<file path="config.mk">
export PLATFORM = sky130hd
export DESIGN_NAME = gpas_port
export DESIGN_NICKNAME = d
export VERILOG_FILES = /design/src/gpas_pkg.sv /design/src/gpas_bank.sv /design/src/gpas_port.sv
export SDC_FILE = /design/constraint.sdc
export NUM_CORES = 1
export LEC_CHECK = 0
export ABC_CLOCK_PERIOD_IN_PS = 1950
export BUFFER_PORTS_ARGS = -buffer_cell sky130_fd_sc_hd__buf_2
export CORE_ASPECT_RATIO = 0.7
export CORE_MARGIN = 2
export CORE_UTILIZATION = 50
export DETAILED_ROUTE_END_ITERATION = 10
export GPL_TIMING_DRIVEN = 0
export PLACE_DENSITY = 0.76
export SYNTH_ARGS = -nofsm -noshare
export SYNTH_HDL_FRONTEND = slang
export SYNTH_HIERARCHICAL = 1
export SYNTH_SLANG_ARGS = --single-unit
export TNS_END_PERCENT = 5
</file>
<file path="constraint.sdc">
create_clock -name ref_clk -period 1.95 [get_ports ref_clk]
set_clock_uncertainty 0.15 [all_clocks]
set_input_delay 0.2925 -clock ref_clk [delete_from_list [all_inputs] [get_ports ref_clk]]
set_output_delay 0.2925 -clock ref_clk [all_outputs]
set_load 0.01 [all_outputs]
</file>
<file path="src/gpas_pkg.sv">
// ============================================================
// Shared constants of the general-purpose port block
package gpas_pkg;

    // ========================================================
    // Bus and bank geometry
    localparam int          NUM_BANKS  = 5;
    localparam int          BANK_W     = 8;
    localparam int          ADDR_W     = 5;
    localparam int          DATA_W     = 8;

    // ========================================================
    // Register offsets: bank b sits at b*4 + kind
    localparam logic [1:0]  KIND_PINS  = 2'h0;
    localparam logic [1:0]  KIND_HOLD  = 2'h1;
    localparam logic [1:0]  KIND_DIR   = 2'h2;
    localparam logic [ADDR_W-1:0] ADDR_CONV_CFG = 5'h14;
    localparam logic [ADDR_W-1:0] ADDR_CMP_CFG  = 5'h15;

    // ========================================================
    // Implemented pins of each bank
    localparam logic [BANK_W-1:0] FIRST_BANK_MASK = 8'h2F;
    localparam logic [BANK_W-1:0] FULL_BANK_MASK  = 8'hFF;

    // ========================================================
    // Reset values
    localparam logic [BANK_W-1:0] DIR_RESET   = 8'hFF;
    localparam logic [BANK_W-1:0] HOLD_RESET  = 8'h00;
    localparam logic [3:0]  CONV_PORT_RESET   = 4'h0;
    localparam logic [1:0]  CONV_REF_RESET    = 2'h0;
    localparam logic [2:0]  CMP_MODE_RESET    = 3'h0;

    // ========================================================
    // Converter configuration layout
    localparam int          CONV_PORT_LSB = 0;
    localparam int          CONV_REF_LSB  = 4;
    localparam logic [3:0]  ANALOG_CHANNELS = 4'h5;

    // ========================================================
    // Comparator configuration layout and modes
    localparam int          CMP_MODE_LSB  = 0;
    localparam int          CMP_SWAP_BIT  = 3;
    localparam int          CMP_INV1_BIT  = 4;
    localparam int          CMP_INV2_BIT  = 5;
    localparam int          CMP_RES1_BIT  = 6;
    localparam int          CMP_RES2_BIT  = 7;
    localparam logic [2:0]  CMP_MODE_OFF  = 3'h7;
    localparam logic [2:0]  CMP_MODE_OUT2 = 3'h6;

    // ========================================================
    // Pin positions of the first bank
    localparam int          PIN0 = 0;
    localparam int          PIN1 = 1;
    localparam int          PIN2 = 2;
    localparam int          PIN3 = 3;
    localparam int          PIN5 = 5;

endpackage

</file>
<file path="src/gpas_bank.sv">
`timescale 1ns/1ns
`default_nettype none
// ============================================================
// One port bank: direction and output-hold storage
module gpas_bank (
    // Clock and reset
    input  wire logic        ref_clk,
    input  wire logic        reset_n,
    // Bank shape
    input  wire logic        present,
    input  wire logic [7:0]  impl_mask,
    // Register writes
    input  wire logic        wr_hold,
    input  wire logic        wr_dir,
    input  wire logic [7:0]  wdata,
    // Stored state
    output logic      [7:0]  dir_r,
    output logic      [7:0]  hold_r
);

    // Direction bits, all inputs after reset
    always_ff @(posedge ref_clk or negedge reset_n) begin
        if (!reset_n) begin
            dir_r <= gpas_pkg::DIR_RESET;
        end else if (wr_dir && present) begin
            dir_r <= (wdata & impl_mask) | ~impl_mask;
        end
    end

    // Output-hold bits, written directly or through the pin register
    always_ff @(posedge ref_clk or negedge reset_n) begin
        if (!reset_n) begin
            hold_r <= gpas_pkg::HOLD_RESET;
        end else if (wr_hold && present) begin
            hold_r <= wdata & impl_mask;
        end
    end

endmodule
`default_nettype wire

</file>
<file path="src/gpas_port.sv">
`timescale 1ns/1ns
`default_nettype none
// Overview of operation
// - Up to five banks, present per variant
// - Direction, pin-level and output-hold registers
// - Output-hold reads return held value, not pins
// - First bank five pins wide
// - Direction one: driver high impedance
// - Direction zero: drive output-hold bit
// - Pin read gives pins; write goes hold
// - Enabled peripheral takes over shared pin
// - Converter config selects analog or digital pins
// - Comparator config claims pins 0,3; drives pin 5 in mode 6 only
// - After reset shared pins analog, read zero
// - Direction still gates drivers on analog pins
module gpas_port (
    // Clock and reset
    input  wire logic        ref_clk,
    input  wire logic        reset_n,
    // Register port
    input  wire logic [4:0]  reg_addr,
    input  wire logic [7:0]  reg_wdata,
    input  wire logic        reg_wr,
    input  wire logic        reg_rd,
    output logic      [7:0]  reg_rdata_r,
    // Variant and feature straps, one bit per bank
    input  wire logic [4:0]  bank_present,
    // Pins of all banks, eight per bank
    input  wire logic [39:0] pad_in,
    output logic      [39:0] pad_out_r,
    output logic      [39:0] pad_oe_r,
    // Comparator results from the analog block
    input  wire logic [1:0]  cmp_result,
    // Configuration towards converter and comparators
    output logic      [4:0]  analog_sel_r,
    output logic      [1:0]  conv_ref_cfg_r,
    output logic      [2:0]  cmp_mode_r,
    output logic             cmp_swap_r,
    output logic      [1:0]  cmp_inv_r
);

    localparam int NB = gpas_pkg::NUM_BANKS;
    localparam int BW = gpas_pkg::BANK_W;

    // ========================================================
    // Address decode helpers
    function automatic logic [2:0] bank_of(input logic [4:0] a);
        bank_of = a[4:2];
    endfunction

    function automatic logic [1:0] kind_of(input logic [4:0] a);
        kind_of = a[1:0];
    endfunction

    function automatic logic bank_hit(input logic [4:0] a,
                                      input int b,
                                      input logic [1:0] k);
        bank_hit = (bank_of(a) == 3'(b)) && (kind_of(a) == k);
    endfunction

    // Analog channels still claimed for a given port field
    function automatic logic [4:0] analog_mask(input logic [3:0] f);
        logic [3:0] cnt;
        cnt = (f >= gpas_pkg::ANALOG_CHANNELS) ? 4'h0
            : 4'(gpas_pkg::ANALOG_CHANNELS - f);
        analog_mask = 5'h00;
        for (int i = 0; i < 5; i++) begin
            analog_mask[i] = (4'(i) < cnt);
        end
    endfunction

    // ========================================================
    // Configuration registers
    logic [3:0] conv_port_r;

    // Converter configuration, all analog after reset
    always_ff @(posedge ref_clk or negedge reset_n) begin
        if (!reset_n) begin
            conv_port_r    <= gpas_pkg::CONV_PORT_RESET;
            conv_ref_cfg_r <= gpas_pkg::CONV_REF_RESET;
        end else if (reg_wr && reg_addr == gpas_pkg::ADDR_CONV_CFG) begin
            conv_port_r    <= reg_wdata[gpas_pkg::CONV_PORT_LSB +: 4];
            conv_ref_cfg_r <= reg_wdata[gpas_pkg::CONV_REF_LSB +: 2];
        end
    end

    // Comparator configuration
    always_ff @(posedge ref_clk or negedge reset_n) begin
        if (!reset_n) begin
            cmp_mode_r <= gpas_pkg::CMP_MODE_RESET;
            cmp_swap_r <= 1'b0;
            cmp_inv_r  <= 2'h0;
        end else if (reg_wr && reg_addr == gpas_pkg::ADDR_CMP_CFG) begin
            cmp_mode_r <= reg_wdata[gpas_pkg::CMP_MODE_LSB +: 3];
            cmp_swap_r <= reg_wdata[gpas_pkg::CMP_SWAP_BIT];
            cmp_inv_r  <= {reg_wdata[gpas_pkg::CMP_INV2_BIT],
                           reg_wdata[gpas_pkg::CMP_INV1_BIT]};
        end
    end

    // ========================================================
    // Pin ownership of the first bank
    logic [4:0] analog_nxt;
    logic [7:0] first_analog;
    logic       cmp_on;
    logic       cmp_drives_pin5;

    // Converter channels in order pin0..pin3, pin5
    assign analog_nxt = analog_mask(conv_port_r);
    assign cmp_on     = (cmp_mode_r != gpas_pkg::CMP_MODE_OFF);
    assign cmp_drives_pin5 = (cmp_mode_r == gpas_pkg::CMP_MODE_OUT2);

    // Pins whose digital input is disabled
    always_comb begin
        first_analog = 8'h00;
        first_analog[gpas_pkg::PIN0] = analog_nxt[0] | cmp_on;
        first_analog[gpas_pkg::PIN1] = analog_nxt[1];
        first_analog[gpas_pkg::PIN2] = analog_nxt[2];
        first_analog[gpas_pkg::PIN3] = analog_nxt[3] | cmp_on;
        first_analog[gpas_pkg::PIN5] = analog_nxt[4];
    end

    // Analog selection towards the converter
    always_ff @(posedge ref_clk or negedge reset_n) begin
        if (!reset_n) begin
            analog_sel_r <= 5'h1F;
        end else begin
            analog_sel_r <= analog_nxt;
        end
    end

    // ========================================================
    // Banks
    logic [BW-1:0] dir_w   [NB];
    logic [BW-1:0] hold_w  [NB];
    logic [BW-1:0] pins_rd [NB];

    for (genvar b = 0; b < NB; b++) begin : g_bank
        logic [BW-1:0] impl;
        logic [BW-1:0] oe_nxt;
        logic [BW-1:0] out_nxt;
        logic [BW-1:0] in_now;

        assign impl = (b == 0) ? gpas_pkg::FIRST_BANK_MASK
                               : gpas_pkg::FULL_BANK_MASK;

        // Absent banks keep reset state and ignore writes
        gpas_bank u_bank (
            .ref_clk   (ref_clk),
            .reset_n   (reset_n),
            .present   (bank_present[b]),
            .impl_mask (impl),
            .wr_hold   (reg_wr && (bank_hit(reg_addr, b,
                            gpas_pkg::KIND_HOLD) ||
                        bank_hit(reg_addr, b,
                            gpas_pkg::KIND_PINS))),
            .wr_dir    (reg_wr && bank_hit(reg_addr, b,
                            gpas_pkg::KIND_DIR)),
            .wdata     (reg_wdata),
            .dir_r     (dir_w[b]),
            .hold_r    (hold_w[b])
        );

        // Driver enable follows direction, even on analog pins
        assign oe_nxt = bank_present[b] ? (~dir_w[b] & impl)
                                        : 8'h00;

        // Driven value: output-hold, or comparator on pin 5
        always_comb begin
            out_nxt = hold_w[b];
            if (b == 0 && cmp_drives_pin5) begin
                out_nxt[gpas_pkg::PIN5] = cmp_result[1]
                                        ^ cmp_inv_r[1];
            end
        end

        // Sampled levels; analog and absent pins read zero
        assign in_now = pad_in[b*BW +: BW] & impl
                      & ((b == 0) ? ~first_analog : 8'hFF);
        assign pins_rd[b] = bank_present[b] ? in_now : 8'h00;

        // Registered pad drive
        always_ff @(posedge ref_clk or negedge reset_n) begin
            if (!reset_n) begin
                pad_oe_r[b*BW +: BW]  <= 8'h00;
                pad_out_r[b*BW +: BW] <= gpas_pkg::HOLD_RESET;
            end else begin
                pad_oe_r[b*BW +: BW]  <= oe_nxt;
                pad_out_r[b*BW +: BW] <= out_nxt;
            end
        end
    end

    // ========================================================
    // Read path
    logic [7:0] rd_nxt;
    logic [2:0] rd_bank;

    assign rd_bank = bank_of(reg_addr);

    // Read multiplexer; unmapped addresses read zero
    always_comb begin
        rd_nxt = 8'h00;
        if (reg_addr == gpas_pkg::ADDR_CONV_CFG) begin
            rd_nxt[gpas_pkg::CONV_PORT_LSB +: 4] = conv_port_r;
            rd_nxt[gpas_pkg::CONV_REF_LSB +: 2]  = conv_ref_cfg_r;
        end else if (reg_addr == gpas_pkg::ADDR_CMP_CFG) begin
            rd_nxt[gpas_pkg::CMP_MODE_LSB +: 3] = cmp_mode_r;
            rd_nxt[gpas_pkg::CMP_SWAP_BIT]      = cmp_swap_r;
            rd_nxt[gpas_pkg::CMP_INV1_BIT]      = cmp_inv_r[0];
            rd_nxt[gpas_pkg::CMP_INV2_BIT]      = cmp_inv_r[1];
            rd_nxt[gpas_pkg::CMP_RES1_BIT]  = cmp_result[0] ^ cmp_inv_r[0];
            rd_nxt[gpas_pkg::CMP_RES2_BIT]  = cmp_result[1] ^ cmp_inv_r[1];
        end else if (rd_bank < 3'(NB) && bank_present[rd_bank]) begin
            unique case (kind_of(reg_addr))
                gpas_pkg::KIND_PINS: rd_nxt = pins_rd[rd_bank];
                gpas_pkg::KIND_HOLD: rd_nxt = hold_w[rd_bank];
                gpas_pkg::KIND_DIR:  rd_nxt = dir_w[rd_bank]
                    & ((rd_bank == 3'h0) ? gpas_pkg::FIRST_BANK_MASK
                                         : gpas_pkg::FULL_BANK_MASK);
                default:             rd_nxt = 8'h00;
            endcase
        end
    end

    // Read data stand only in the cycle after the strobe
    always_ff @(posedge ref_clk or negedge reset_n) begin
        if (!reset_n) begin
            reg_rdata_r <= 8'h00;
        end else begin
            reg_rdata_r <= reg_rd ? rd_nxt : 8'h00;
        end
    end

endmodule
`default_nettype wire

</file>
==> Word level (Yosys, flattened, before mapping) <==
Index checks and enable logic that the tools add are counted.
{ "op_classes": {"eq_ne": 10, "n_reduce_logical": 45, "n_lt_le_gt_ge": 9, "n_bitwise": 13, "multipliers": 0, "n_div": 0, "addsub": 1, "n_mux": 30, "shift": 0} }
{ "op_table": {"columns": ["cell", "count"], "rows": [
  ["$mux W8", 19],
  ["$bmux W8 S3", 3],
  ["$logic_and A1 B1 Y1", 38],
  ["$not A8 Y8", 4],
  ["$pmux W8 S3", 1],
  ["$mux W6", 2],
  ["$eq A5 B5 Y1 const B", 2],
  ["$and A6 B8 Y8", 1],
  ["$and A8 B8 Y8", 1],
  ["$lt A1 B4 Y1 const A", 2],
  ["$lt A2 B4 Y1 const A", 2],
  ["$not A6 Y8", 1],
  ["$eq A3 B2 Y1 const B", 2],
  ["$eq A3 B3 Y1 const B", 2],
  ["$not A6 Y6", 1],
  ["$logic_or A1 B1 Y1", 5],
  ["$ge A4 B3 Y1 const B", 1],
  ["$ge A4 B4 Y1 const B", 1],
  ["$lt A3 B4 Y1 const A", 1],
  ["$lt A3 B4 Y1 const B", 1],
  ["$mux W4", 1],
  ["$not A3 Y4", 1],
  ["$sub A3 B4 Y4 const A", 1],
  ["$bmux W1 S3", 1],
  ["other kinds (11)", 14]
]} }
{ "word_totals": {"mem_count": 0, "in_bits": 64, "ram_bits": 0, "rom_bits": 0, "register_bits": 174, "latchBits": 0} }

==> Depth between registers and ports, before layout <==
Gate-level depths: netlist of run 1.
{ "depth": {"ltp_word": 15, "ltp_mapped": 9} }

==> Hierarchy <==
The synthesis of run 1 kept the hierarchy.
{ "by_module_without_submodules": {"columns": ["mod", "cells_per_inst", "n_inst", "seq_area_each_um2", "area_per_inst_um2"], "rows": [
  ["gpas_port", 407, 1, 2558.7, 4634.4],
  ["gpas_bank", 72, 5, 410.4, 747.0]
]} }

==> Worst setup path before layout of run 1 <==
No wires, ideal clock.
{ "synth_timing": {"path_kind": "input to register", "startpoint": "input reg_addr[3]", "endpoint": "register g_bank[4].u_bank.hold_r[0]", "path_buffers": 4, "path_slack_ns": -0.058, "t_arrival_ns": 1.738, "setup_ns": 0.119, "cell_stages": 9, "path_cell_list": "buf_6 -> or3b_1 -> nor2_1 -> buf_2 -> and2_1 -> buf_2 -> and2_1 -> buf_6 -> o21ai_2"} }
{ "synth_via": {"elab_chain_len": 5, "elab_cells_between_ends": 6, "classes_between": "1 x eq/ne; 5 x reduce/logical"} }
{ "synth_lines": {"columns": ["element", "line", "rtl"], "rows": [
  ["start, declared", "gpas_port.sv:21", "input wire logic [4:0] reg_addr,"],
  ["$eq A3 B3 Y1 *", "gpas_port.sv:58", "bank_hit = (bank_of(a) == 3'(b)) && (kind_of(a) == k);"],
  ["$logic_and A1 B1 Y1", "gpas_port.sv:58", null],
  ["$logic_or A1 B1 Y1 *", "gpas_port.sv:154", "gpas_pkg::KIND_HOLD) ||"],
  ["$logic_and A1 B1 Y1 *", "gpas_port.sv:153", ".wr_hold (reg_wr && (bank_hit(reg_addr, b,"],
  ["$logic_and A1 B1 Y1 *", "gpas_bank.sv:34", "end else if (wr_hold && present) begin"],
  ["end signal, assigned", "gpas_bank.sv:33", "hold_r <= gpas_pkg::HOLD_RESET;"],
  ["end signal, assigned", "gpas_bank.sv:35", "hold_r <= wdata & impl_mask;"],
  ["end, declared", "gpas_bank.sv:18", "output logic [7:0] hold_r"]
]} }
Mark *: on every way between the ends. The rest lies on a longest branch, timed or not.
A chain may end at the register's enable or synchronous reset.

==> Worst setup path after layout of run 1 <==
{ "layout_timing": {"startpoint": "input reg_addr[2]", "endpoint": "register reg_rdata_r[2]"} }
{ "layout_via": {"elab_chain_len": 10, "elab_cells_between_ends": 22, "classes_between": "1 x order compare; 2 x eq/ne; 16 x mux; 2 x bitwise; 1 x reduce/logical"} }
{ "layout_lines": {"columns": ["element", "line", "rtl"], "rows": [
  ["$not A3 Y4 (not written as such)", "gpas_port.sv:216, gpas_port.sv:217, gpas_port.sv:218", null],
  ["$bmux W8 S3", "gpas_port.sv:218", "gpas_pkg::KIND_DIR: rd_nxt = dir_w[rd_bank]"],
  ["$mux W8 (not written as such) (2 in a row)", "gpas_port.sv:218", null],
  ["$and A8 B8 Y8", "gpas_port.sv:219", "& ((rd_bank == 3'h0) ? gpas_pkg::FIRST_BANK_MASK"],
  ["$pmux W8 S3", "gpas_port.sv:215", "unique case (kind_of(reg_addr))"],
  ["$mux W8", "gpas_port.sv:214", "end else if (rd_bank < 3'(NB) && bank_present[rd_bank]) begin"],
  ["$mux W8", "gpas_port.sv:207", "end else if (reg_addr == gpas_pkg::ADDR_CMP_CFG) begin"],
  ["$mux W6 *", "gpas_port.sv:204", "if (reg_addr == gpas_pkg::ADDR_CONV_CFG) begin"],
  ["$mux W8 *", "gpas_port.sv:231", "reg_rdata_r <= reg_rd ? rd_nxt : 8'h00;"],
  ["end signal, assigned", "gpas_port.sv:231", null],
  ["end, declared", "gpas_port.sv:25", "output logic [7:0] reg_rdata_r,"]
]} }
Mark *: on every way between the ends. The rest lies on a longest branch, timed or not. The select of a mux whose other input is x is not followed.

==> results of run 1 <==
[final timing paths]
check | slack (ns) | from | end | depth (start not counted)
worst max-delay path | -0.13 | reg_addr[2] | reg_rdata_r[2] | 8
worst min-delay path | 0.03 | reg_rd | reg_rdata_r[5] | 3
worst max register to register | 0.03 | conv_port_r[1] | reg_rdata_r[0] | 6
worst min register to register | 0.25 | g_bank[3].u_bank/hold_r[6] | pad_out_r[30] | 0
max in group asynchronous | 0.50 | reset_n | pad_out_r[28] | 3
min in group asynchronous | 0.23 | reset_n | conv_port_r[2] | 2
[layout make-up]
| class | instances | area (µm²) |
|---|---|---|
| Tap cell | 225 | 282 |
| Buffer | 59 | 440 |
| Timing Repair Buffer | 163 | 866 |
| Clock inverter | 11 | 151 |
| Sequential cell | 179 | 4530 |
| Inverter | 82 | 308 |
| Fill cell | 1343 | 5870 |
| Clock buffer | 21 | 450 |
| Multi-Input combinational cell | 513 | 3350 |
[layer usage]
layer	wire, µm	GRT usage, %	part of all wire (%)
met2	10700	41.7	42
met1	11400	43.2	45
met4	636	11.0	2.5
met5	0	0	0
met3	2430	8.68	9.7
[power groups by stage]
stage          registers (mW)  logic [mW]  clock network, mW
6_report                 5.14        2.15               3.55
3_3_place_gp             5.16        1.98                  0
5_1_grt                  5.23        2.35               3.74
4_1_cts                  5.13        2.09               3.59
3_5_place_dp             5.17        2.03                  0
2_1_floorplan            5.19       0.991                  0
[worst min-delay path: stages]
cell and delay, ns:
buf_2 0.15, o21ai_0 0.09, a31oi_1 0.04
[sequential cells by signal, summed over array words and instances, names as in the netlist]
| register | count |
|---|---|
| cmp_inv_r | 2 |
| reg_rdata_r | 8 |
| pad_out_r | 40 |
| cmp_mode_r | 3 |
| g_bank.u_bank/dir_r | 37 |
| conv_port_r | 4 |
| conv_ref_cfg_r | 2 |
| g_bank.u_bank/hold_r | 40 |
| analog_sel_r | 5 |
| cmp_swap_r | 1 |
| pad_oe_r | 37 |
[what timing repair did]
action                     4_1_cts  5_1_grt
hold buffers                     1        0
buffers inserted                 4        1
setup endpoints to repair        5       24
pin swaps                        5        9
hold endpoints to repair        61        0
resized for setup               11       16
==> run summary, run 1 <==
The flow ran to the end, but the final reports show violations. The final reports fail on negative setup slack. The floorplan step set the die height to 111 µm.

Number of clock sinks: 179. Adding up every negative setup slack in the final design gives -0.149 ns. The tools report the half-perimeter wire length after placement as 18.0 mm. The power per standard cell area is 1040 nW/µm², and the clock-pin slew on the worst setup and hold paths is 0.07 ns. Clock latency on the worst-skew pair, taken at its later pin, is 0.43 ns. The logs give 4.97 nW for the static leakage power and 6,729 for the via total after detailed routing. The floorplan step set the die width to 157 µm. The most numerous cell type found on the critical path is buf_4. Dividing the detail-routed via count by the number of cells gives 5.37. The fraction of power spent switching nets came out at 29.8%.

The final layout contains 1,081 nets. Required arrival time at the worst endpoint: 2.07 ns. The total detailed-routing wirelength is 25.1 mm.

At the worst endpoint, the arrival time is 2.20 ns. For the sequential fraction of design power, the log shows 47.4%. Setup violations remaining at the end of the flow were counted as 2.

Traced cell by cell, the critical path runs through buf_2 > buf_4 > buf_6 > buf_4 > mux2i_2 > o21bai_1 > a221oi_1 > a31oi_1. The time the worst path needs with I/O delays and setup is 2.08 ns, and the antenna violation net count after detailed routing is 0. The power after layout was 10.8 mW; the die outline area was 17,600 µm².

The run gives 4 as the number of levels the H-tree was split into. Static timing analysis puts the maximum clock frequency at 482 MHz. The run gives 0 as the initial antenna violation count. In the global route stage, overall resource usage came out at 29.5%. In the layout the commonest cells are 170 x buf_2, 135 x dfrtp_1, 82 x inv_1. The run gives 32.7% as the clock network fraction of design power. Compared with the post-synthesis result, the final layout area differs by 25.9%. Port buffering added 156 buffers. The tools report the core area as 16,200 µm². The relative contribution of combinational cells to total power is 19.8%. The final worst slack is -0.126 ns, and the headroom to the max-slew limit is 55.1%. Once placement completed, the tool counted placed cells totaling 1,215.

For this run, design rule violations remaining after detail routing come to 0. The number of buffer and inverter stages on the critical path came out at 4. The root buffer cell is clkbuf_16. The final critical path takes up 106% of the cycle.

The path category of the worst min-delay check is in2reg. The worst setup path is launched from an input pin. The maximum net fanout on the critical path was 10; the final count of pins violating max slew was 0. The cell area after synthesis is 8250 µm², and the proportion of layout cells with a drive suffix above 1 is 35.9%.

Each instance of the synthesized netlist takes up on average 10.9 µm². Cell family contributing the most delay on the critical path: buffers and inverters. At the pin with the least slew margin, the transition time is 0.673 ns. For this block, the initial DRC count from the detailed router was 708. The largest buffer count on any clock path was 2. TritonCTS built the clock tree. The logs give 7.60 mW for the design internal power and 6,594 for the via count of the first global-routing pass. Routability-driven placement finished with a final weighted congestion of 0.992. On the final layout, the worst hold slack is 0.0310 ns.

Setup repair after global routing could not meet its margin everywhere. The average wire length per cell after detail routing was 20.1 µm; the final core area utilization was 63.9%. Number of warnings printed during yosys synthesis: 6. After routing the design area is 10,400 µm². The most frequent standard cell in the layout excluding fill and tap cells is buf_2. The critical path is of the in2reg type. The count of mapped cells out of synthesis is 755, and the first-pass iteration count of the detailed router is 5. The largest individual stage delay along the critical path comes from the cell a221oi_1. The repair_antennas step left the layout with diodes totalling 0. The tools report the wire length of the first global-routing pass as 38.2 mm. OpenSTA, run right after detailed placement, puts the worst setup slack at -0.497 ns.

The largest vdd supply drop is 0.612 mV, and the instance area after placement is 9640 µm². Entering global routing, the biggest net connects 119 pins. The leftover overflow at the end of global routing came out at 0. For this run, the slowest stage of the critical path takes 0.45 ns.

The kind of end point of the critical path is a flip-flop. In this run the core area contains 39 standard-cell rows. The run gives 50.7% as the effective utilization at floorplan. The logs give 3.23 mW for the reported net switching power and 165 for the I/O pin count. The count of cells in the finished layout, fillers not included, comes to 1,253.

The max capacitance violation total was 0. The run gives 0 as the number of hold violations in the final report. The tools report the number of buffers created by CTS as 17.
Note: power is estimated with default switching activity, not from simulation.
==> inputs of run 2 (changes only) <==
Settings changed: ABC_AREA set to 1, CORE_UTILIZATION 50 to 48, PLACE_DENSITY 0.76 to 0.75, SYNTH_HIERARCHICAL 1 to unset.
==> run 2 against run 1 <==
Effect of this change:
- non-clock buffer count decreased by 22
- routed wire length decreased by 17%
- critical path depth increased by 4
- combinational power decreased by 25%
- sequential share of layout area increased by 5.2 points
- synthesized area decreased by 14%
- fmax increased by 6.4%
- first-iteration DRC count decreased by 11%
- hold slack got worse by 0.016 ns
- register-to-register slack got worse by 0.03 ns
- the flow still finishes with violations (negative setup slack)
==> run summary, run 2 <==
The flow ran to the end, but the final reports show violations. The final reports fail on negative setup slack. The effective utilization at floorplan is 48.8%. The most used routing layer is met1.

Sorting the synthesized cells by area gives the leading types as dfrtp_1 46%, dfstp_2 16%, nand2_1 15%. The met3 demand-to-capacity share in global routing came out at 5.32%. The worst path uses 100% of the clock period.

Setup repair after global routing could not meet its margin everywhere. Measured along the x axis, the die boundary spans 150 µm. The tools report the unique cell type count in the Yosys netlist as 32. In this run, synthesis produced a sequential element count of 173. Synthesis produced a netlist whose cell count is 788. The count of final setup violators was 1; the detailed router's first-iteration violation count was 632. The wire-length estimate of the detail-placed layout is 14.6 mm. The number of hold violations in the final report is 0.

The tree built by TritonCTS fans out to 173 sinks. For this run, the slowest stage of the critical path takes 0.48 ns. Post-synthesis cell type with the largest combined area: dfrtp_1. The height of the chip was 106 µm.

The routing usage on met1 was 41.2%; the slack of the worst reg-to-reg path was -0.001 ns. The synthesis-to-layout area growth was 26.0%. The logs give 0.0150 ns for the final hold slack and 32.3 mm for the wire length of the first global-routing pass. After clock tree synthesis, the clock-pin slew on the worst setup and hold paths is 0.07 ns. For the highest achievable clock rate, the log shows 512 MHz.

Once placement finished, the instance area stood at 8170 µm². Entering global routing, the biggest net connects 129 pins. The logs give 1,140 for the number of cells after detailed placement and 0.644 mV for the largest vdd supply drop. Of all nets on the critical path, the largest fanout is 5. By count the netlist is led by 278 x nand2_1, 131 x dfrtp_1, 66 x nor2_1, 59 x o21ai_0, 42 x dfstp_2. The library cells used most frequently in the layout, excluding fill and tap cells, are 274 x nand2_1, 160 x buf_2, 129 x dfrtp_1. After detailed routing, the number of vias per cell comes to 5.30. The cell area after synthesis is 7110 µm².

The tools report the cell area after layout as 8960 µm². Excluding fillers, the count of instances in the completed layout stands at 1,185. Cell family contributing the most delay on the critical path: simple AND/OR/NAND/NOR gates. The cell repeated most along the worst path is nand2_1.

The proportion of layout cells with a drive suffix above 1 was 29.1%. Power spread over the standard cell area amounts to 1090 nW/µm². Row count: 37. The core region is 14,600 µm². Walking the worst path, the cells encountered are ha_4 > inv_2 > nand3_4 > o21ai_2 > nand3_1 > nand2_1 > nand2_1 > nand2_1 > nand2_1 > nand2_1 > nand2_1 > a21oi_2.

Counting I/O delays and the setup requirement, the final critical path takes 1.95 ns. The floorplan step defined a die boundary enclosing 15,800 µm². The final-layout fill cell count came out at 1,236. The repair_antennas step left the layout with diodes totalling 0.

The total global-route track usage came out at 27.3%. The H-tree was split into 4 levels. The clock reaches the later pin of the worst-skew pair after 0.43 ns. The count of nets left with antenna violations once routing finished came out at 0. Summed over all cells, the static leakage comes to 4.51 nW. The headroom to the max-slew limit is 45.5%. CTS placed an instance of clkbuf_16 at the clock tree root. The run gives 0 as the max capacitance violation total. The via count of the first global-routing pass is 5,898. The min-delay analysis places its worst path in the category in2reg.

STA classifies the critical path endpoint as a flip-flop. Leaving out fill and tap cells, the most frequent cell in the layout is nand2_1. In this run the biggest area consumer among cell types represents 46.1% of the synthesized area. TritonCTS built the clock tree.

The Yosys step of the flow raised 0 warnings. The design draws 9.78 mW. The average wire length per cell after detail routing is 17.6 µm. Counting flops with a built-in enable in the synthesized netlist gives 0. The worst setup path is launched from a flip-flop. The tools report the data arrival time of the critical path as 2.16 ns.

Worst setup path category: reg2reg. Of all flip-flops after synthesis, the portion carrying an async set or reset was 100%. Detailed routing inserted a total of 6,276 vias.

Standard cell with the maximum stage delay on the critical path: dfrtp_2. The most used flip-flop cell after synthesis is dfrtp_1. The number of buffer and inverter stages on the critical path came out at 1.

The final worst slack was -0.00140 ns; the post-route DRC violation count was 0. The routed design has 20.9 mm of wire. Before CTS, the worst setup slack after placement is -0.250 ns.

In this run the tool buffered the top-level ports with 151 buffer cells. Pin placement for this block handled 165 I/O pins. The tools report the largest buffer count on any clock path as 2.

The most common cell in the synthesized netlist is nand2_1. The initial antenna violation count is 0. The logs give 17 for the number of buffers created by CTS and 0 for the final count of pins violating max slew. The transition time of the tightest slew-check pin is 0.818 ns, and the sequential-to-total area share from yosys stat is 61.6%. Data on the critical path is required at its endpoint by 2.16 ns.

Weighted congestion at the end of routability-driven global placement: 0.943. The average footprint of a synthesized cell works out to 9.03 µm². Global routing finished with a remaining overflow of 0.

Global-route track usage on met2: 39.3%. Before antenna repair, the detailed router went through 5 iterations. For the layout net count, the log shows 1,043.
run 2: cell types whose count changed in the layout (fill, tap and decap cells not counted), sizes merged, moves of 42 or more:
| cell | change |
|---|---|
| a31oi | -43 |
| conb | -74 |
| nand2 | +257 |
| nor2 | +42 |
| nor2b | -44 |
| o21ai | +44 |
run 2: final cells by class:
class / instances / area, µm² / area share (%)
plain buffers: 35 / 178 / 1.98
multi-input cells: 540 / 2470 / 27.6
clock inverters: 15 / 173 / 1.93
clock buffers: 17 / 425 / 4.75
inverters: 45 / 174 / 1.94
well taps: 195 / 244 / 2.72
repair buffers: 165 / 916 / 10.2
flip-flops and latches: 173 / 4380 / 48.9
run 2: per-layer routing:
metal	wire length [µm]	share of wire (%)	vias up
li1	-	-	2898
met1	9340	45	2978
met2	9130	44	351
met3	1880	9.0	49
met4	545	2.6	0
met5	0	0	-
run 2: report_power, final:
part           switching, mW  internal (mW)
sequential             0.427           4.29
combinational          0.978          0.636
clock                   1.52           1.93
total                   2.92           6.86
run 2: cells by family (layout without fill, tap and decap cells):
kind of cell	count (synthesis)	in the layout	share of synthesized area, %
AND/OR/NAND/NOR	398	398	23.3
XOR/XNOR	2	2	0.246
flip-flops	173	173	61.6
adder cells (fa/ha/maj)	2	2	0.352
other	1	6	0.0527
buffers and inverters	80	277	4.87
AO/OA/AOI/OAI	132	132	9.60
run 2: path summary, 6_finish.rpt:
| path | startpoint | to | cells after the start |
|---|---|---|---|
| max | conv_port_r[2] | reg_rdata_r[0] | 12 |
| min | reg_wdata[0] | g_bank[4].u_bank.hold_r[0] | 3 |
| max reg2reg | conv_port_r[2] | reg_rdata_r[0] | 12 |
| min reg2reg | g_bank[2].u_bank.hold_r[7] | pad_out_r[23] | 0 |
| max in group asynchronous | reset_n | conv_port_r[1] | 3 |
| min in group asynchronous | reset_n | pad_oe_r[29] | 2 |
run 2: stage by stage:
step                setup TNS, ns  utilization [%]
floorplan                       0                -
global placement          -318.73             55.8
detailed placement          -7.88             56.0
CTS                             0             60.8
global route               -0.349             61.5
finish                   -0.00140             61.5
run 2: worst register-to-register path, stage by stage, from the launching register on:
cell and delay, ns:
dfrtp_2 0.48, ha_4 0.24, inv_2 0.08, nand3_4 0.08, o21ai_2 0.17, nand3_1 0.09, nand2_1 0.07, nand2_1 0.07
nand2_1 0.08, nand2_1 0.08, nand2_1 0.10, nand2_1 0.07, a21oi_2 0.14
run 2: repair_timing:
item / in CTS / in global routing
endpoints found under the setup margin: 5 / 5
hold buffers: 7 / 0
pin swaps: 0 / 9
endpoints found under the hold margin: 51 / 0
setup buffers: 2 / 4
gates resized for setup: 5 / 19
